[src/hw/pwm_fault_pkg.sv]
// shared constants for the pwm fault and adc trigger block
`default_nettype none
package pwm_fault_pkg;
  // apb register byte offsets
  localparam logic [7:0] OFS_FAULT_LIMIT_CONTROL = 8'h00;
  localparam logic [7:0] OFS_ADC_TRIGGER_COMPARE = 8'h04;
  localparam logic [7:0] OFS_BLANKING_CONTROL    = 8'h08;
  localparam logic [7:0] OFS_INT_STATUS          = 8'h0c;
  localparam logic [7:0] OFS_INT_MASK            = 8'h10;
  localparam logic [7:0] OFS_BLOCK_STATE         = 8'h14;

  // fault_limit_control fields
  localparam int FLC_MODE_LSB   = 0;
  localparam int FLC_POL_BIT    = 2;
  localparam int FLC_SRC_LSB    = 3;
  localparam int FLC_CLMODE_BIT = 7;
  localparam int FLC_CLPOL_BIT  = 8;
  localparam int FLC_CLSRC_LSB  = 9;
  localparam logic [15:0] FLC_IMPL_MASK = 16'h1fff;
  localparam logic [15:0] FLC_RESET     = 16'h0000;

  // adc_trigger_compare fields
  localparam int TRG_CMP_LSB = 3;
  localparam int TRG_CMP_W   = 13;
  localparam logic [15:0] TRG_IMPL_MASK = 16'hfff8;
  localparam logic [15:0] TRG_RESET     = 16'h0000;

  // blanking_control fields
  localparam int BLK_PERIOD_LSB = 3;
  localparam int BLK_PERIOD_W   = 7;
  localparam int BLK_CL_EN_BIT  = 10;
  localparam int BLK_FLT_EN_BIT = 11;
  localparam int BLK_LF_BIT     = 12;
  localparam int BLK_LR_BIT     = 13;
  localparam int BLK_HF_BIT     = 14;
  localparam int BLK_HR_BIT     = 15;
  localparam logic [15:0] BLK_IMPL_MASK = 16'hfff8;
  localparam logic [15:0] BLK_RESET     = 16'h0000;

  // interrupt status bits
  localparam int IRQ_FAULT_BIT   = 0;
  localparam int IRQ_TRIGGER_BIT = 1;
  localparam int IRQ_CLIMIT_BIT  = 2;
  localparam int IRQ_W           = 3;

  // fault source select codes
  localparam logic [3:0] SRC_CMP_FIRST    = 4'h0;
  localparam logic [3:0] SRC_CMP_LAST     = 4'h3;
  localparam logic [3:0] SRC_SHARED_FIRST = 4'h8;
  localparam logic [3:0] SRC_SHARED_LAST  = 4'hb;
  localparam logic [3:0] SRC_INDEP_TWO    = 4'hd;
  localparam logic [3:0] SRC_INDEP_FOUR   = 4'hf;

  // fault modes
  localparam logic [1:0] MODE_LATCHED  = 2'h0;
  localparam logic [1:0] MODE_CYCLE    = 2'h1;
  localparam logic [1:0] MODE_DISABLED = 2'h3;
endpackage : pwm_fault_pkg
`default_nettype wire

[src/hw/lead_edge_blanker.sv]
// leading-edge blanking timer that masks an active-high input after an edge
`default_nettype none
module lead_edge_blanker #(
  parameter int CW = 7
) (
  // clock and reset
  input  wire logic          i_clk,
  input  wire logic          i_nrst,
  // control
  input  wire logic          i_enable,
  input  wire logic [CW-1:0] i_period,
  input  wire logic          i_edge,
  // signal path
  input  wire logic          i_active,
  output logic               o_active
);
  initial begin
    if (CW < 1 || CW > 16) $error("lead_edge_blanker: CW out of range");
  end

  logic [CW-1:0] count_reg;

  // reload on every chosen edge so back-to-back edges extend the window
  always_ff @(posedge i_clk or negedge i_nrst) begin
    if (!i_nrst) begin
      count_reg <= '0;
    end else if (i_enable && i_edge) begin
      count_reg <= i_period;
    end else if (count_reg != '0) begin
      count_reg <= count_reg - 1'b1;
    end
  end

  // masking only while enabled, otherwise the input passes straight
  always_comb begin
    o_active = i_active & ~(i_enable && count_reg != '0);
  end
endmodule : lead_edge_blanker
`default_nettype wire

[src/hw/pwm_fault_and_adc_trigger.sv]
// fault forcing, current-limit blanking and adc trigger compare for one pwm generator
//
// Summary of operation
// - source codes 0 to 3 pick analog comparators one to four as fault.
// - codes 8 to 11 pick shared fault inputs one to four in order.
// - code 13 picks independent fault two, code 15 independent fault four.
// - polarity bit one means selected fault active low, zero active high.
// - mode 00 forces both outputs to fault values and latches the condition.
// - mode 01 forces both outputs to fault values cycle by cycle.
// - mode 11 disables the fault input; mode 10 is reserved.
// - the three low trigger compare bits always read as zero.
// - a trigger compare value of zero never produces a trigger.
// - implemented control and compare bits are read/write, zero after reset.
// - blanking enable applies leading-edge blanking to the current-limit input.
//
// Added by the designer: the placing of the registers and register access over APB.
`default_nettype none
module pwm_fault_and_adc_trigger
  import pwm_fault_pkg::*;
#(
  parameter int TB_W = 16
) (
  // clock and reset
  input  wire logic            i_clk,
  input  wire logic            i_nrst,
  // apb slave
  input  wire logic            i_psel,
  input  wire logic            i_penable,
  input  wire logic            i_pwrite,
  input  wire logic [7:0]      i_paddr,
  input  wire logic [31:0]     i_pwdata,
  output logic [31:0]          o_prdata,
  output logic                 o_pready,
  output logic                 o_pslverr,
  // asynchronous fault pins and comparators
  input  wire logic [3:0]      i_comparator,
  input  wire logic [3:0]      i_shared_fault,
  input  wire logic            i_independent_fault_two,
  input  wire logic            i_independent_fault_four,
  // generator side, same clock
  input  wire logic [TB_W-1:0] i_time_base,
  input  wire logic            i_period_start,
  input  wire logic            i_pwm_high,
  input  wire logic            i_pwm_low,
  input  wire logic [1:0]      i_fault_output_values,
  // outputs
  output logic                 o_high_side_output,
  output logic                 o_low_side_output,
  output logic                 o_current_limit,
  output logic                 o_adc_trigger,
  output logic                 o_irq
);
  initial begin
    if (TB_W != 16) $error("pwm_fault_and_adc_trigger: TB_W must be 16");
  end

  // maps a source code onto the synchronised inputs; reserved codes read low
  function automatic logic pick_source(input logic [3:0] code, input logic [9:0] src);
    logic hit;
    hit = 1'b0;
    if (code <= SRC_CMP_LAST) begin
      hit = src[code[1:0]];
    end else if (code >= SRC_SHARED_FIRST && code <= SRC_SHARED_LAST) begin
      hit = src[4 + {2'b00, code[1:0]}];
    end else if (code == SRC_INDEP_TWO) begin
      hit = src[8];
    end else if (code == SRC_INDEP_FOUR) begin
      hit = src[9];
    end
    return hit;
  endfunction : pick_source

  // register file
  logic [15:0]      flc_reg;
  logic [15:0]      trg_reg;
  logic [15:0]      blk_reg;
  logic [IRQ_W-1:0] status_reg;
  logic [IRQ_W-1:0] mask_reg;

  // apb bookkeeping
  logic        pready_reg;
  logic [31:0] prdata_reg;
  logic        pslverr_reg;
  logic        access;
  logic        wr;
  logic        mapped;
  logic [31:0] rd_mux;

  // fault path
  logic [9:0] sync1_reg;
  logic [9:0] sync2_reg;
  logic       fault_raw;
  logic       fault_act;
  logic       fault_blanked;
  logic       cl_raw;
  logic       cl_act;
  logic       cl_blanked;
  logic       latch_reg;
  logic       cycle_reg;
  logic       forcing;
  logic       fault_prev_reg;
  logic       cl_prev_reg;

  // blank triggers
  logic pwm_high_prev_reg;
  logic pwm_low_prev_reg;
  logic blank_edge;

  // trigger compare
  logic [15:0] cmp_full;
  logic        cmp_hit;
  logic        cmp_hit_prev_reg;
  logic        trig_event;

  // output flops
  logic high_reg;
  logic low_reg;
  logic cl_out_reg;
  logic trig_reg;
  logic irq_reg;

  // one wait state: pready rises in the second access cycle
  assign access = i_psel & i_penable & pready_reg;
  assign wr     = access & i_pwrite;
  assign mapped = (i_paddr[1:0] == 2'b00) && (i_paddr <= OFS_BLOCK_STATE);

  // read mux, unimplemented bits forced to zero
  always_comb begin
    rd_mux = 32'h0000_0000;
    case (i_paddr)
      OFS_FAULT_LIMIT_CONTROL: rd_mux[15:0] = flc_reg & FLC_IMPL_MASK;
      OFS_ADC_TRIGGER_COMPARE: rd_mux[15:0] = trg_reg & TRG_IMPL_MASK;
      OFS_BLANKING_CONTROL:    rd_mux[15:0] = blk_reg & BLK_IMPL_MASK;
      OFS_INT_STATUS:          rd_mux[IRQ_W-1:0] = status_reg;
      OFS_INT_MASK:            rd_mux[IRQ_W-1:0] = mask_reg;
      OFS_BLOCK_STATE:         rd_mux[3:0] = {fault_act, cl_act, cycle_reg, latch_reg};
      default:                 rd_mux = 32'h0000_0000;
    endcase
  end

  // apb handshake and read data
  always_ff @(posedge i_clk or negedge i_nrst) begin
    if (!i_nrst) begin
      pready_reg  <= 1'b0;
      prdata_reg  <= 32'h0000_0000;
      pslverr_reg <= 1'b0;
    end else begin
      pready_reg  <= i_psel & i_penable & ~pready_reg;
      pslverr_reg <= i_psel & i_penable & ~pready_reg & ~mapped;
      if (i_psel && i_penable && !pready_reg) begin
        prdata_reg <= i_pwrite ? 32'h0000_0000 : rd_mux;
      end
    end
  end

  // control registers, cleared at reset
  always_ff @(posedge i_clk or negedge i_nrst) begin
    if (!i_nrst) begin
      flc_reg  <= FLC_RESET;
      trg_reg  <= TRG_RESET;
      blk_reg  <= BLK_RESET;
      mask_reg <= '0;
    end else if (wr) begin
      case (i_paddr)
        OFS_FAULT_LIMIT_CONTROL: flc_reg <= i_pwdata[15:0] & FLC_IMPL_MASK;
        OFS_ADC_TRIGGER_COMPARE: trg_reg <= i_pwdata[15:0] & TRG_IMPL_MASK;
        OFS_BLANKING_CONTROL:    blk_reg <= i_pwdata[15:0] & BLK_IMPL_MASK;
        OFS_INT_MASK:            mask_reg <= i_pwdata[IRQ_W-1:0];
        default:                 mask_reg <= mask_reg;
      endcase
    end
  end

  // two-flop synchroniser for every pin-side input
  always_ff @(posedge i_clk or negedge i_nrst) begin
    if (!i_nrst) begin
      sync1_reg <= '0;
      sync2_reg <= '0;
    end else begin
      sync1_reg <= {i_independent_fault_four, i_independent_fault_two,
                    i_shared_fault, i_comparator};
      sync2_reg <= sync1_reg;
    end
  end

  // source selection and polarity
  always_comb begin
    fault_raw = pick_source(flc_reg[FLC_SRC_LSB +: 4], sync2_reg);
    fault_act = fault_raw ^ flc_reg[FLC_POL_BIT];
    cl_raw    = pick_source(flc_reg[FLC_CLSRC_LSB +: 4], sync2_reg);
    cl_act    = (cl_raw ^ flc_reg[FLC_CLPOL_BIT]) & flc_reg[FLC_CLMODE_BIT];
  end

  // edges of the generator outputs that start a blanking window
  always_ff @(posedge i_clk or negedge i_nrst) begin
    if (!i_nrst) begin
      pwm_high_prev_reg <= 1'b0;
      pwm_low_prev_reg  <= 1'b0;
    end else begin
      pwm_high_prev_reg <= i_pwm_high;
      pwm_low_prev_reg  <= i_pwm_low;
    end
  end

  assign blank_edge = (blk_reg[BLK_HR_BIT] & i_pwm_high & ~pwm_high_prev_reg)
                    | (blk_reg[BLK_HF_BIT] & ~i_pwm_high & pwm_high_prev_reg)
                    | (blk_reg[BLK_LR_BIT] & i_pwm_low & ~pwm_low_prev_reg)
                    | (blk_reg[BLK_LF_BIT] & ~i_pwm_low & pwm_low_prev_reg);

  // current-limit input blanked only when its enable is set
  lead_edge_blanker #(
    .CW(BLK_PERIOD_W)
  ) u_cl_blank (
    .i_clk   (i_clk),
    .i_nrst  (i_nrst),
    .i_enable(blk_reg[BLK_CL_EN_BIT]),
    .i_period(blk_reg[BLK_PERIOD_LSB +: BLK_PERIOD_W]),
    .i_edge  (blank_edge),
    .i_active(cl_act),
    .o_active(cl_blanked)
  );

  // fault input has its own enable but shares the window length
  lead_edge_blanker #(
    .CW(BLK_PERIOD_W)
  ) u_fault_blank (
    .i_clk   (i_clk),
    .i_nrst  (i_nrst),
    .i_enable(blk_reg[BLK_FLT_EN_BIT]),
    .i_period(blk_reg[BLK_PERIOD_LSB +: BLK_PERIOD_W]),
    .i_edge  (blank_edge),
    .i_active(fault_act),
    .o_active(fault_blanked)
  );

  // latched fault holds until the source is idle and software clears the flag
  always_ff @(posedge i_clk or negedge i_nrst) begin
    if (!i_nrst) begin
      latch_reg <= 1'b0;
    end else if (flc_reg[FLC_MODE_LSB +: 2] != MODE_LATCHED) begin
      latch_reg <= 1'b0;
    end else if (fault_blanked) begin
      latch_reg <= 1'b1;
    end else if (!status_reg[IRQ_FAULT_BIT]) begin
      latch_reg <= 1'b0;
    end
  end

  // cycle mode releases only at a period start so a pulse is never clipped mid-cycle
  always_ff @(posedge i_clk or negedge i_nrst) begin
    if (!i_nrst) begin
      cycle_reg <= 1'b0;
    end else if (flc_reg[FLC_MODE_LSB +: 2] != MODE_CYCLE) begin
      cycle_reg <= 1'b0;
    end else if (fault_blanked) begin
      cycle_reg <= 1'b1;
    end else if (i_period_start) begin
      cycle_reg <= 1'b0;
    end
  end

  // mode 11 and reserved mode 10 never force; the flops above stay clear
  assign forcing = latch_reg | cycle_reg;

  // output stage, one flop after the mux
  always_ff @(posedge i_clk or negedge i_nrst) begin
    if (!i_nrst) begin
      high_reg   <= 1'b0;
      low_reg    <= 1'b0;
      cl_out_reg <= 1'b0;
    end else begin
      high_reg   <= forcing ? i_fault_output_values[1] : i_pwm_high;
      low_reg    <= forcing ? i_fault_output_values[0] : i_pwm_low;
      cl_out_reg <= cl_blanked;
    end
  end

  // trigger compare, a zero value is never armed
  assign cmp_full   = {trg_reg[TRG_CMP_LSB +: TRG_CMP_W], 3'b000};
  assign cmp_hit    = (i_time_base == cmp_full)
                    && (trg_reg[TRG_CMP_LSB +: TRG_CMP_W] != '0);
  assign trig_event = cmp_hit & ~cmp_hit_prev_reg;

  // one pulse per match even if the time base pauses on the value
  always_ff @(posedge i_clk or negedge i_nrst) begin
    if (!i_nrst) begin
      cmp_hit_prev_reg <= 1'b0;
      trig_reg         <= 1'b0;
    end else begin
      cmp_hit_prev_reg <= cmp_hit;
      trig_reg         <= trig_event;
    end
  end

  // rising edges of the conditions that raise status flags
  always_ff @(posedge i_clk or negedge i_nrst) begin
    if (!i_nrst) begin
      fault_prev_reg <= 1'b0;
      cl_prev_reg    <= 1'b0;
    end else begin
      fault_prev_reg <= fault_blanked & (flc_reg[FLC_MODE_LSB +: 2] != MODE_DISABLED);
      cl_prev_reg    <= cl_blanked;
    end
  end

  // sticky status, write one to clear; a new event beats the clear
  always_ff @(posedge i_clk or negedge i_nrst) begin
    if (!i_nrst) begin
      status_reg <= '0;
    end else begin
      for (int i = 0; i < IRQ_W; i++) begin
        if (wr && i_paddr == OFS_INT_STATUS && i_pwdata[i]) begin
          status_reg[i] <= 1'b0;
        end
      end
      if (fault_blanked && flc_reg[FLC_MODE_LSB +: 2] != MODE_DISABLED
          && !fault_prev_reg) begin
        status_reg[IRQ_FAULT_BIT] <= 1'b1;
      end
      if (trig_event) begin
        status_reg[IRQ_TRIGGER_BIT] <= 1'b1;
      end
      if (cl_blanked && !cl_prev_reg) begin
        status_reg[IRQ_CLIMIT_BIT] <= 1'b1;
      end
    end
  end

  // level interrupt from the unmasked flags
  always_ff @(posedge i_clk or negedge i_nrst) begin
    if (!i_nrst) begin
      irq_reg <= 1'b0;
    end else begin
      irq_reg <= |(status_reg & mask_reg);
    end
  end

  assign o_prdata           = prdata_reg;
  assign o_pready           = pready_reg;
  assign o_pslverr          = pslverr_reg;
  assign o_high_side_output = high_reg;
  assign o_low_side_output  = low_reg;
  assign o_current_limit    = cl_out_reg;
  assign o_adc_trigger      = trig_reg;
  assign o_irq              = irq_reg;
endmodule : pwm_fault_and_adc_trigger
`default_nettype wire

[config.mk]
export PLATFORM = sky130hd
export DESIGN_NAME = pwm_fault_and_adc_trigger
export DESIGN_NICKNAME = d
export VERILOG_FILES = /design/src/hw/pwm_fault_pkg.sv /design/src/hw/lead_edge_blanker.sv /design/src/hw/pwm_fault_and_adc_trigger.sv
export SDC_FILE = /design/constraint.sdc
export NUM_CORES = 1
export LEC_CHECK = 0
export ABC_AREA = 1
export BUFFER_PORTS_ARGS = -buffer_cell sky130_fd_sc_hd__buf_2
export CAP_MARGIN = 15
export CORE_MARGIN = 2
export CORE_UTILIZATION = 54
export DETAILED_ROUTE_END_ITERATION = 12
export PLACE_DENSITY = 0.83
export SLEW_MARGIN = 20
export SYNTH_ARGS = -nofsm -noshare
export SYNTH_HDL_FRONTEND = slang
export SYNTH_SLANG_ARGS = --single-unit
[constraint.sdc]
create_clock -name i_clk -period 2.3 [get_ports i_clk]
set_input_delay 0.345 -clock i_clk [delete_from_list [all_inputs] [get_ports i_clk]]
set_output_delay 0.345 -clock i_clk [all_outputs]
set_load 0.005 [all_outputs]
; Word level (Yosys, flattened, before mapping)
; Cells that the tools add are included.
[totals]
reg_bits = 124
output_inout_bits = 39
[classes]
n_addsub = 4
n_lt_le_gt_ge = 11
n_eq_ne = 13
muxes = 38
n_bitwise = 34
n_reduce_logical = 37
[op_table]
columns = cell, n
row1 = case mux 12 bit (3 select lines), 1
row2 = 2-to-1 mux 7 bit, 4
row3 = 2-to-1 mux 1 bit, 26
row4 = bitwise AND 1 bit, 18
row5 = logical AND 1 bit, 17
row6 = == test 16 bit, 1
row7 = == test 4 bit (second input constant), 4
row8 = == test 8 x 4 -> 1 bit (second input constant), 2
row9 = == test 8 x 5 -> 1 bit (second input constant), 2
row10 = 2-to-1 mux 16 bit, 1
row11 = nonzero test 7 bit, 2
row12 = subtractor 7 x 1 -> 7 bit (second input constant), 2
row13 = nonzero test 13 bit, 1
row14 = case mux 3 bit (4 select lines), 1
row15 = nonzero test 2 bit, 6
row16 = < comparator 2 x 5 -> 1 bit (second input constant), 2
row17 = < comparator 4 x 5 -> 1 bit (second input constant), 2
row18 = NOT 1 bit, 9
row19 = adder 3 x 2 -> 4 bit (first input constant), 2
row20 = binary-select mux 1 bit (select 4 bit), 2
row21 = == test 8 x 3 -> 1 bit (second input constant), 1
row22 = >= comparator 4 bit (second input constant), 2
row23 = <= comparator 4 x 2 -> 1 bit (second input constant), 2
row24 = <= comparator 4 bit (second input constant), 2
row25 = 15 further kinds, 25

; Longest topological paths before layout
; Gate-level depths: netlist of the first run.
[depth]
depth_word = 10
depth_mapped = 13
depth_no_buf = 12

; Cells and area by module
; A second synthesis of the first run with hierarchy kept.
[unflattened]
cells_unflattened = 678
hier_area_um2 = 5589.1
[by_module_without_submodules]
columns = module, n_inst, cells_per_inst, area_per_inst_um2, seq_area_each_um2
row1 = pwm_fault_and_adc_trigger, 1, 532, 4548.1, 2352.3
row2 = lead_edge_blanker, 2, 73, 520.5, 175.2

; Least setup slack after synthesis of the first run
; Ideal clock, no wire load.
[synth_path]
path_type = input -> register
startpoint = input i_paddr[7]
endpoint = register blk_reg[11]
setup_time_ps = 121
t_arrival_ps = 1271
slack_ps = 908
path_stages = 9
cell_sequence = nor2_1 > nand2_2 > nor2_8 > nand2_4 > clkinv_2 > nand2_4 > buf_2 > nand2_1 > o21ai_1
[synth_via]
elab_chain_cells = 2
[synth_lines]
columns = item, line
row1 = "start, declared", pwm_fault_and_adc_trigger.sv:30  ; input wire logic [7:0] i_paddr,
row2 = == test 8 x 4 -> 1 bit, pwm_fault_and_adc_trigger.sv:164  ; case (i_paddr)
row3 = AND reduction 2 bit (no line), -
row4 = "end signal, assigned", pwm_fault_and_adc_trigger.sv:167  ; OFS_BLANKING_CONTROL: blk_reg <= i_pwdata[15:0] & BLK_IMPL_MASK;
row5 = "end, declared", pwm_fault_and_adc_trigger.sv:76  ; logic [15:0] blk_reg;
; No other way between the ends.
; A chain may end at the register's enable or synchronous reset.

; Worst setup path after layout of the first run
[layout_path]
startpoint = register blk_reg[15]
endpoint = register u_cl_blank.count_reg[0]
[layout_via]
elab_chain_cells = 7
elab_cells_between_ends = 8
cone_classes = 1 x mux / 5 x bitwise / 2 x reduce/logical
[layout_lines]
columns = item, line
row1 = bitwise AND 1 bit (*) (2 in series), pwm_fault_and_adc_trigger.sv:205  ; assign blank_edge = (blk_reg[BLK_HR_BIT] & i_pwm_high & ~pwm_high_prev_reg)
row2 = bitwise OR 1 bit (*), pwm_fault_and_adc_trigger.sv:206  ; | (blk_reg[BLK_HF_BIT] & ~i_pwm_high & pwm_high_prev_reg)
row3 = bitwise OR 1 bit (*), pwm_fault_and_adc_trigger.sv:207  ; | (blk_reg[BLK_LR_BIT] & i_pwm_low & ~pwm_low_prev_reg)
row4 = bitwise OR 1 bit (*), pwm_fault_and_adc_trigger.sv:208  ; | (blk_reg[BLK_LF_BIT] & ~i_pwm_low & pwm_low_prev_reg);
row5 = logical AND 1 bit (*), lead_edge_blanker.sv:27  ; end else if (i_enable && i_edge) begin
row6 = 2-to-1 mux 7 bit or nonzero test 2 bit (tied branches), -
row7 = "end signal, assigned", lead_edge_blanker.sv:28  ; count_reg <= i_period;
row8 = "end signal, assigned", lead_edge_blanker.sv:30  ; count_reg <= count_reg - 1'b1;
row9 = "end, declared", lead_edge_blanker.sv:21  ; logic [CW-1:0] count_reg;
; Mark *: on every way between the ends. The rest lies on a longest branch, timed or not.

==> results of run 1 <==
-- worst max-delay path, delay by kind of cell (launching register included) --
| family | cells | cell delay (ns) |
|---|---|---|
| AOI/OAI and AO/OA | 3 | 0.45 |
| buffers and inverters | 1 | 0.08 |
| DFF | 1 | 0.38 |
| and+or+nand+nor | 3 | 0.58 |
-- per-layer routing --
metal,track usage,part of all wire,vias to the layer above
li1,-,-,2093
met1,0.3558,0.44,2035
met2,0.3973,0.46,184
met3,0.03625,0.075,27
met4,0.09744,0.025,0
met5,0,0,-
-- cells by family after synthesis --
family / after synthesis / synth area share
buffers and inverters: 115 / 0.09785
AOI/OAI and AO/OA: 112 / 0.1210
other: 1 / 0.0007241
DFF: 108 / 0.5219
and+or+nand+nor: 259 / 0.2252
xor gates and xnor gates: 14 / 0.02368
adders and majority gates: 4 / 0.009665
-- per-stage QoR --
step / total power, mW / area [um^2] / std cells / hold slack, ns / utilization
after floorplan: 2.665 / 5235 / 628 / 0.04941 / -
after CTS: 4.008 / 5867 / 830 / 0.05234 / 0.6319
after global routing: 4.222 / 5867 / 830 / 0.05078 / 0.6319
after global placement: 2.825 / 5662 / 814 / 0.3320 / 0.6098
after detailed placement: 2.871 / 5662 / 814 / 0.3347 / 0.6098
final: 3.999 / 5867 / 830 / 0.01226 / 0.6319
-- final cells by class --
class	instances	area, um^2	share of cell area
Clock inverter	6	67.56	0.01152
Timing Repair Buffer	83	432.9	0.07379
Sequential cell	108	2703	0.4607
Inverter	89	339.1	0.05779
Clock buffer	10	137.6	0.02346
Tap cell	129	161.4	0.02751
Multi-Input combinational cell	405	2026	0.3453
-- layout by cell type (no fill, tap or decap), types with 2 or more instances in the layout --
cell         n
ha_1         4
o22ai_1     11
o211ai_1     4
o2111ai_1    2
buf_2       81
nor3_1       6
nand4_1      5
xor2_1       5
xnor2_1      9
a22o_1       3
o21ai_0     16
o21ai_1     53
conb_1      16
nor2_4       2
nor2_1      35
nand2_4      7
dfrtp_1    108
nand2_1    164
o221ai_1     4
or2_2        4
a21oi_1     16
inv_2       11
nand3_1     23
inv_1       75
clkinv_2     2
clkbuf_8    10
nand2_2      2
clkinv_8     2
nor3b_1      2
and3_1       2
inv_6        3
-- worst paths after layout --
path                       slack [ns]                         end                    start
setup / recovery                 0.68     u_cl_blank.count_reg[0]              blk_reg[15]
setup reg to reg                 0.68     u_cl_blank.count_reg[0]              blk_reg[15]
hold reg to reg                  0.36                sync2_reg[6]             sync1_reg[6]
max in group asynchronous        1.85  u_fault_blank.count_reg[1]                   i_nrst
min in group i_clk               0.06                sync1_reg[8]  i_independent_fault_two
hold / removal                   0.01                 blk_reg[15]                   i_nrst
-- power by group through the flow --
stage | clock network (mW) | logic, mW | registers [mW]
3_5_place_dp | 0 | 0.664 | 2.21
6_report | 1.16 | 0.661 | 2.18
4_1_cts | 1.17 | 0.667 | 2.17
3_3_place_gp | 0 | 0.628 | 2.20
2_1_floorplan | 0 | 0.486 | 2.18
5_1_grt | 1.25 | 0.774 | 2.20
==> impl_results.md, run 1 <==
* Yosys warning count at 0
* Outcome: complete, no violations
* Syn Inst Count at 613
* Top cells by instance count after synthesis: nand2_1, dfrtp_1, inv_1, o21ai_1, nor2_1
* Switching Power at around 1.2 mW
* Max IR drop VDD at around 0.37 mV
* # nets final at 776
* Number of global-route vias before repair at approximately 4200
* Dominant cells by area after synthesis: dfrtp_1, nand2_1, inv_1
* Clock tree from TritonCTS: done
* Mapped cell area at between 5000 and 6000 um^2
* Number of max-cap violations at 0
* Crit path max-delay cell type: dfrtp_1
* Slowest Stage Delay on Critical Path at between 0.3 and 0.4 ns
* Power per standard cell area at slightly below 700 nW/um^2
* Dpl ws at around 0.58 ns
* Total global-route track usage at 0.2517
* Critical Path, Cell by Cell: inv_1 > o21bai_1 > nand2_1 > o211ai_1 > nand2_1 > nand2_1 > o221ai_1
* Seq cells post-synth at 108
* Later-pin clock latency in the skew report at about 0.39 ns
* Initial DRC count at around 280
* Ratio of cells with drive above 1 in the final layout at 0.1912
* Pins Over Slew Limit at 0
* Setup repair after global routing missed its margin: no
* Global-route wire length before repair at 20170 um
* Residual DRC at 0
* Path type of the worst min-delay path: input pin to async pin
* Number of synthesized flops with an enable pin at 0
* Buffer levels on the longest clock path at 2
* Core area at ~9300 um^2
* Post-synthesis cell type with the largest combined area: dfrtp_1
* Sequential group share of total power at 0.544
* Initial standard-cell utilization of the core at 0.5578
* Final wirelength at around 12000 um
* Final hold viol count at 0
* Via-to-Cell Ratio at between 5 and 6
* Max frequency at just over 600 MHz
* Pin count of the biggest net entering global routing at between 100 and 150
* Fraction of synthesis flops using an asynchronous set or reset pin at 1.000
* Clock network power share at 0.291
* Slew HR at 0.6062
* Worst R2R Path Depth at 7
* Cts hold-fix bufs at 0
* Detail Placement HPWL at approximately 9300 um
* Largest clock skew in the final design at 0.01505 ns
* Pre-antenna DRT Iters at 5
* Average instance area after synthesis at between 8 and 9 um^2
* Final weighted congestion of routability-driven global placement at 0.9558
* Transition time at the pin with the least slew margin at 0.5900 ns
* Die Height at around 100 um
* Area share of the largest cell type after synthesis at 0.5219
* CP Capture Type: flip-flop
* Number of CTS-inserted buffers at 9
* Proportion of synthesized chip area in sequential cells at 0.5219
* Data arrival time of the critical path at ~1.9 ns
* Type of origin of the critical path: flip-flop
* Count of standard-cell rows at 35
* IO buf count at a little over 80
* Synth-to-Final Area Change at 13.29%
* IO Count at roughly 120
* Max reg flops at 16
* Shortest period the worst path allows at about 1.6 ns
* Vias at 4339
* Initial antenna violation count at 0
* Worst setup path class: flip-flop to flip-flop
* Count of different cell masters after synthesis at between 40 and 50
* Cell mode on critical path: nand2_1
* Clock root cell: clkbuf_8
* Area of the die at 10390 um^2
* Gates resized, CTS repair at 0
* Largest fanout on the critical path at 11
* Number of endpoints failing setup at the final stage at 0
* Antenna-violating nets left at 0
* Detailed-route wire length per cell at 14.70 um
* Remaining Overflow, GRT at 0
* Net Sw Frac at 0.2989
* Chip Width at between 100 and 150 um
* Setup Total Neg Slack at 0 ns
* Fill cell instance count of the final layout at 809
* CTS sink count at between 100 and 150
* Internal at about 2.8 mW
* Diodes inserted at 0
* Data required time of the critical path at 2.55 ns
* Synth Flop Type: dfrtp_1
* Leakage Power at roughly 3 nW
* Number of buffers inserted by post-CTS setup repair at 0
* Ratio of final minimum period to clock period at 0.7049
* Final worst-path setup slack at approximately 0.68 ns
* Clk pin slew, worst setup/hold paths at 0.10 ns
* Relative contribution of combinational cells to total power at 0.165
* Number of levels the H-tree was split into at 3
* Most repeated cell in the gate-level netlist after synthesis: nand2_1
Note: power is estimated with default switching activity, not from simulation.
==> inputs of run 2 (changes only) <==
Settings changed: CORE_UTILIZATION 54 to 49, PLACE_DENSITY 0.83 to 0.79.
Clock period 2.3 ns to 1.4 ns, I/O delays scaled along.
==> run 2 against run 1 <==
Net effect: final area increased by 13%; hold slack improved by 0.064 ns; first-iteration DRC count increased by 12%; worst setup slack got worse by 0.72 ns; die area is 9.8% higher; combinational power rose by 130%; count of clock-buffer cells in the layout is 1 lower; clock power up 61%; fmax increased by 12%; register-to-register slack worse by 0.72 ns; the run now ends with negative setup slack left.
==> impl_results.md, run 2 (synthesis gave the netlist of run 1 again) <==
* Outcome: finished, violations left
* Violations in the final reports: negative setup slack
* Count of placed standard cells in the final layout, fillers left out at 897
* Pins Over Slew Limit at 0
* Worst R2R Path Depth at 5
* Number of levels the H-tree was split into at 3
* Max reg flops at 16
* Clock root cell: clkbuf_8
* Worst Setup SP: u_cl_blank.count_reg[3]
* IO buf count at 82
* Pin count of the biggest net entering global routing at 37
* Count of standard-cell rows at 37
* Setup Total Neg Slack at -0.2284 ns
* Largest fanout on the critical path at 4
* Chip Width at approximately 110 um
* Clk pin slew, worst setup/hold paths at approximately 0.11 ns
* Detail Placement HPWL at 9502 um
* Clock tree from TritonCTS: done
* Hold Crit Depth at 4
* IO Count at between 100 and 150
* Worst setup path class: flip-flop to flip-flop
* Initial antenna violation count at 0
* Remaining Overflow, GRT at 0
* Leakage Power at 3.396 nW
* Startpoint of the worst-slack reg-to-reg timing path: u_cl_blank.count_reg[3]
* Global-route wire length before repair at just over 20000 um
* Buffer levels on the longest clock path at 2
* Cell total after placement at ~850
* Most common library cell in the layout ignoring fill and taps: nand2_1
* Number of global-route vias before repair at ~4300
* Later-pin clock latency in the skew report at 0.38 ns
* Final wirelength at ~13000 um
* Detailed-route wire length per cell at 14.56 um
* Power per standard cell area at around 1000 nW/um^2
* Max IR drop VDD at around 0.56 mV
* Largest clock skew in the final design at about 0.012 ns
* CTS sink count at 108
* Ratio of cells with drive above 1 in the final layout at 0.3141
* Worst min-delay path startpoint: i_period_start
* CP Capture Type: flip-flop
* Area of the die at 11410 um^2
* Pre-antenna DRT Iters at 8
* Vias at approximately 4700
* Synth-to-Final Area Change at 27.95%
* Data required time of the critical path at 1.68 ns
* Via-to-Cell Ratio at ~5.2
* Final hold viol count at 0
* Die Height at approximately 110 um
* Antenna-violating nets left at 0
* Commonest non-fill, non-tap cells in the layout: nand2_1, dfrtp_1, buf_2, inv_1, o21ai_1
* Number of CTS-inserted buffers at 9
* Total global-route track usage at 0.2326
* Path type of the worst min-delay path: input pin to flip-flop
* Number of endpoints failing setup at the final stage at 9
* Shortest period the worst path allows at about 1.4 ns
* # nets final at 836
* Residual DRC at 0
* Data arrival time of the critical path at ~1.7 ns
* Diodes inserted at 0
* Overall power of the completed layout at 6.938 mW
* Number of max-cap violations at 0
* Initial DRC count at 312
* Type of origin of the critical path: flip-flop
* Final core utilization at 0.6448
* Final worst-path setup slack at -0.04402 ns
* Ratio of final minimum period to clock period at 1.031
* Dpl ws at -0.09383 ns
* Initial standard-cell utilization of the core at 0.5039
* Final weighted congestion of routability-driven global placement at 0.9872
* Setup repair after global routing missed its margin: yes
* Core area at roughly 10000 um^2
* Max frequency at around 690 MHz
## run 2: changes by cell type in the layout (fill, tap and decap cells not counted), moves of 8 or more
| cell | delta |
|---|---|
| dlygate4sd3_1 | +13 |
| nand2_2 | +17 |
| nand3_2 | +8 |
| nand3_1 | -9 |
| nand2_1 | -21 |
| o21ai_0 | -10 |
| buf_4 | +42 |
## run 2: per-stage QoR
step / hold slack [ns] / instance area, um^2
detailed placement: 0.1528 / 5921
finish: 0.07625 / 6626
CTS: 0.07451 / 6327
global route: 0.08119 / 6626
floorplan: -0.08559 / 5235
global placement: 0.1468 / 5921
## run 2: per-layer routing
metal,GRT usage,share of wire,up-vias
met5,0,0,-
met4,0.08442,0.025,0
met3,0.02614,0.075,26
met2,0.3681,0.46,210
met1,0.3331,0.45,2208
li1,-,-,2220
## run 2: path summary, 6_finish.rpt
check | to | slack, ns
worst max-delay path | u_cl_blank.count_reg[4] | -0.04
worst min-delay path | cycle_reg | 0.08
worst max register to register | u_cl_blank.count_reg[4] | -0.04
worst min register to register | sync2_reg[3] | 0.36
max in group asynchronous | o_prdata[7] | 0.56
min in group asynchronous | cycle_reg | 0.27
## run 2: area by class of cell
type / count / area [um^2]
fillers: 844 / 3651
multi-input cells: 405 / 2262
repair buffers: 143 / 952.2
clock buffers: 9 / 123.9
well taps: 136 / 170.2
inverters: 89 / 341.6
flip-flops and latches: 108 / 2706
clock inverters: 7 / 70.07
## run 2: timing repair
item                                    in CTS  in global routing
endpoints found under the hold margin       34                  0
hold buffers                                13                  0
buffers inserted                             3                 14
gates resized for setup                     22                 60
pin swaps                                    7                 26
endpoints found under the setup margin      22                 35
## run 2: report_power, final
part           switching (mW)  internal (mW)  leakage, nW  total (mW)
Clock                    1.18          0.694       0.0951        1.87
Sequential              0.197           3.38         1.40        3.57
Combinational           0.770          0.725         1.90        1.49
## run 2: worst max-delay path: stages, from the launching register on
cell and delay (ns):
dfrtp_1 0.43, nor4_4 0.31, nand3b_1 0.24, buf_4 0.22, nand3_1 0.07, o21ai_0 0.08
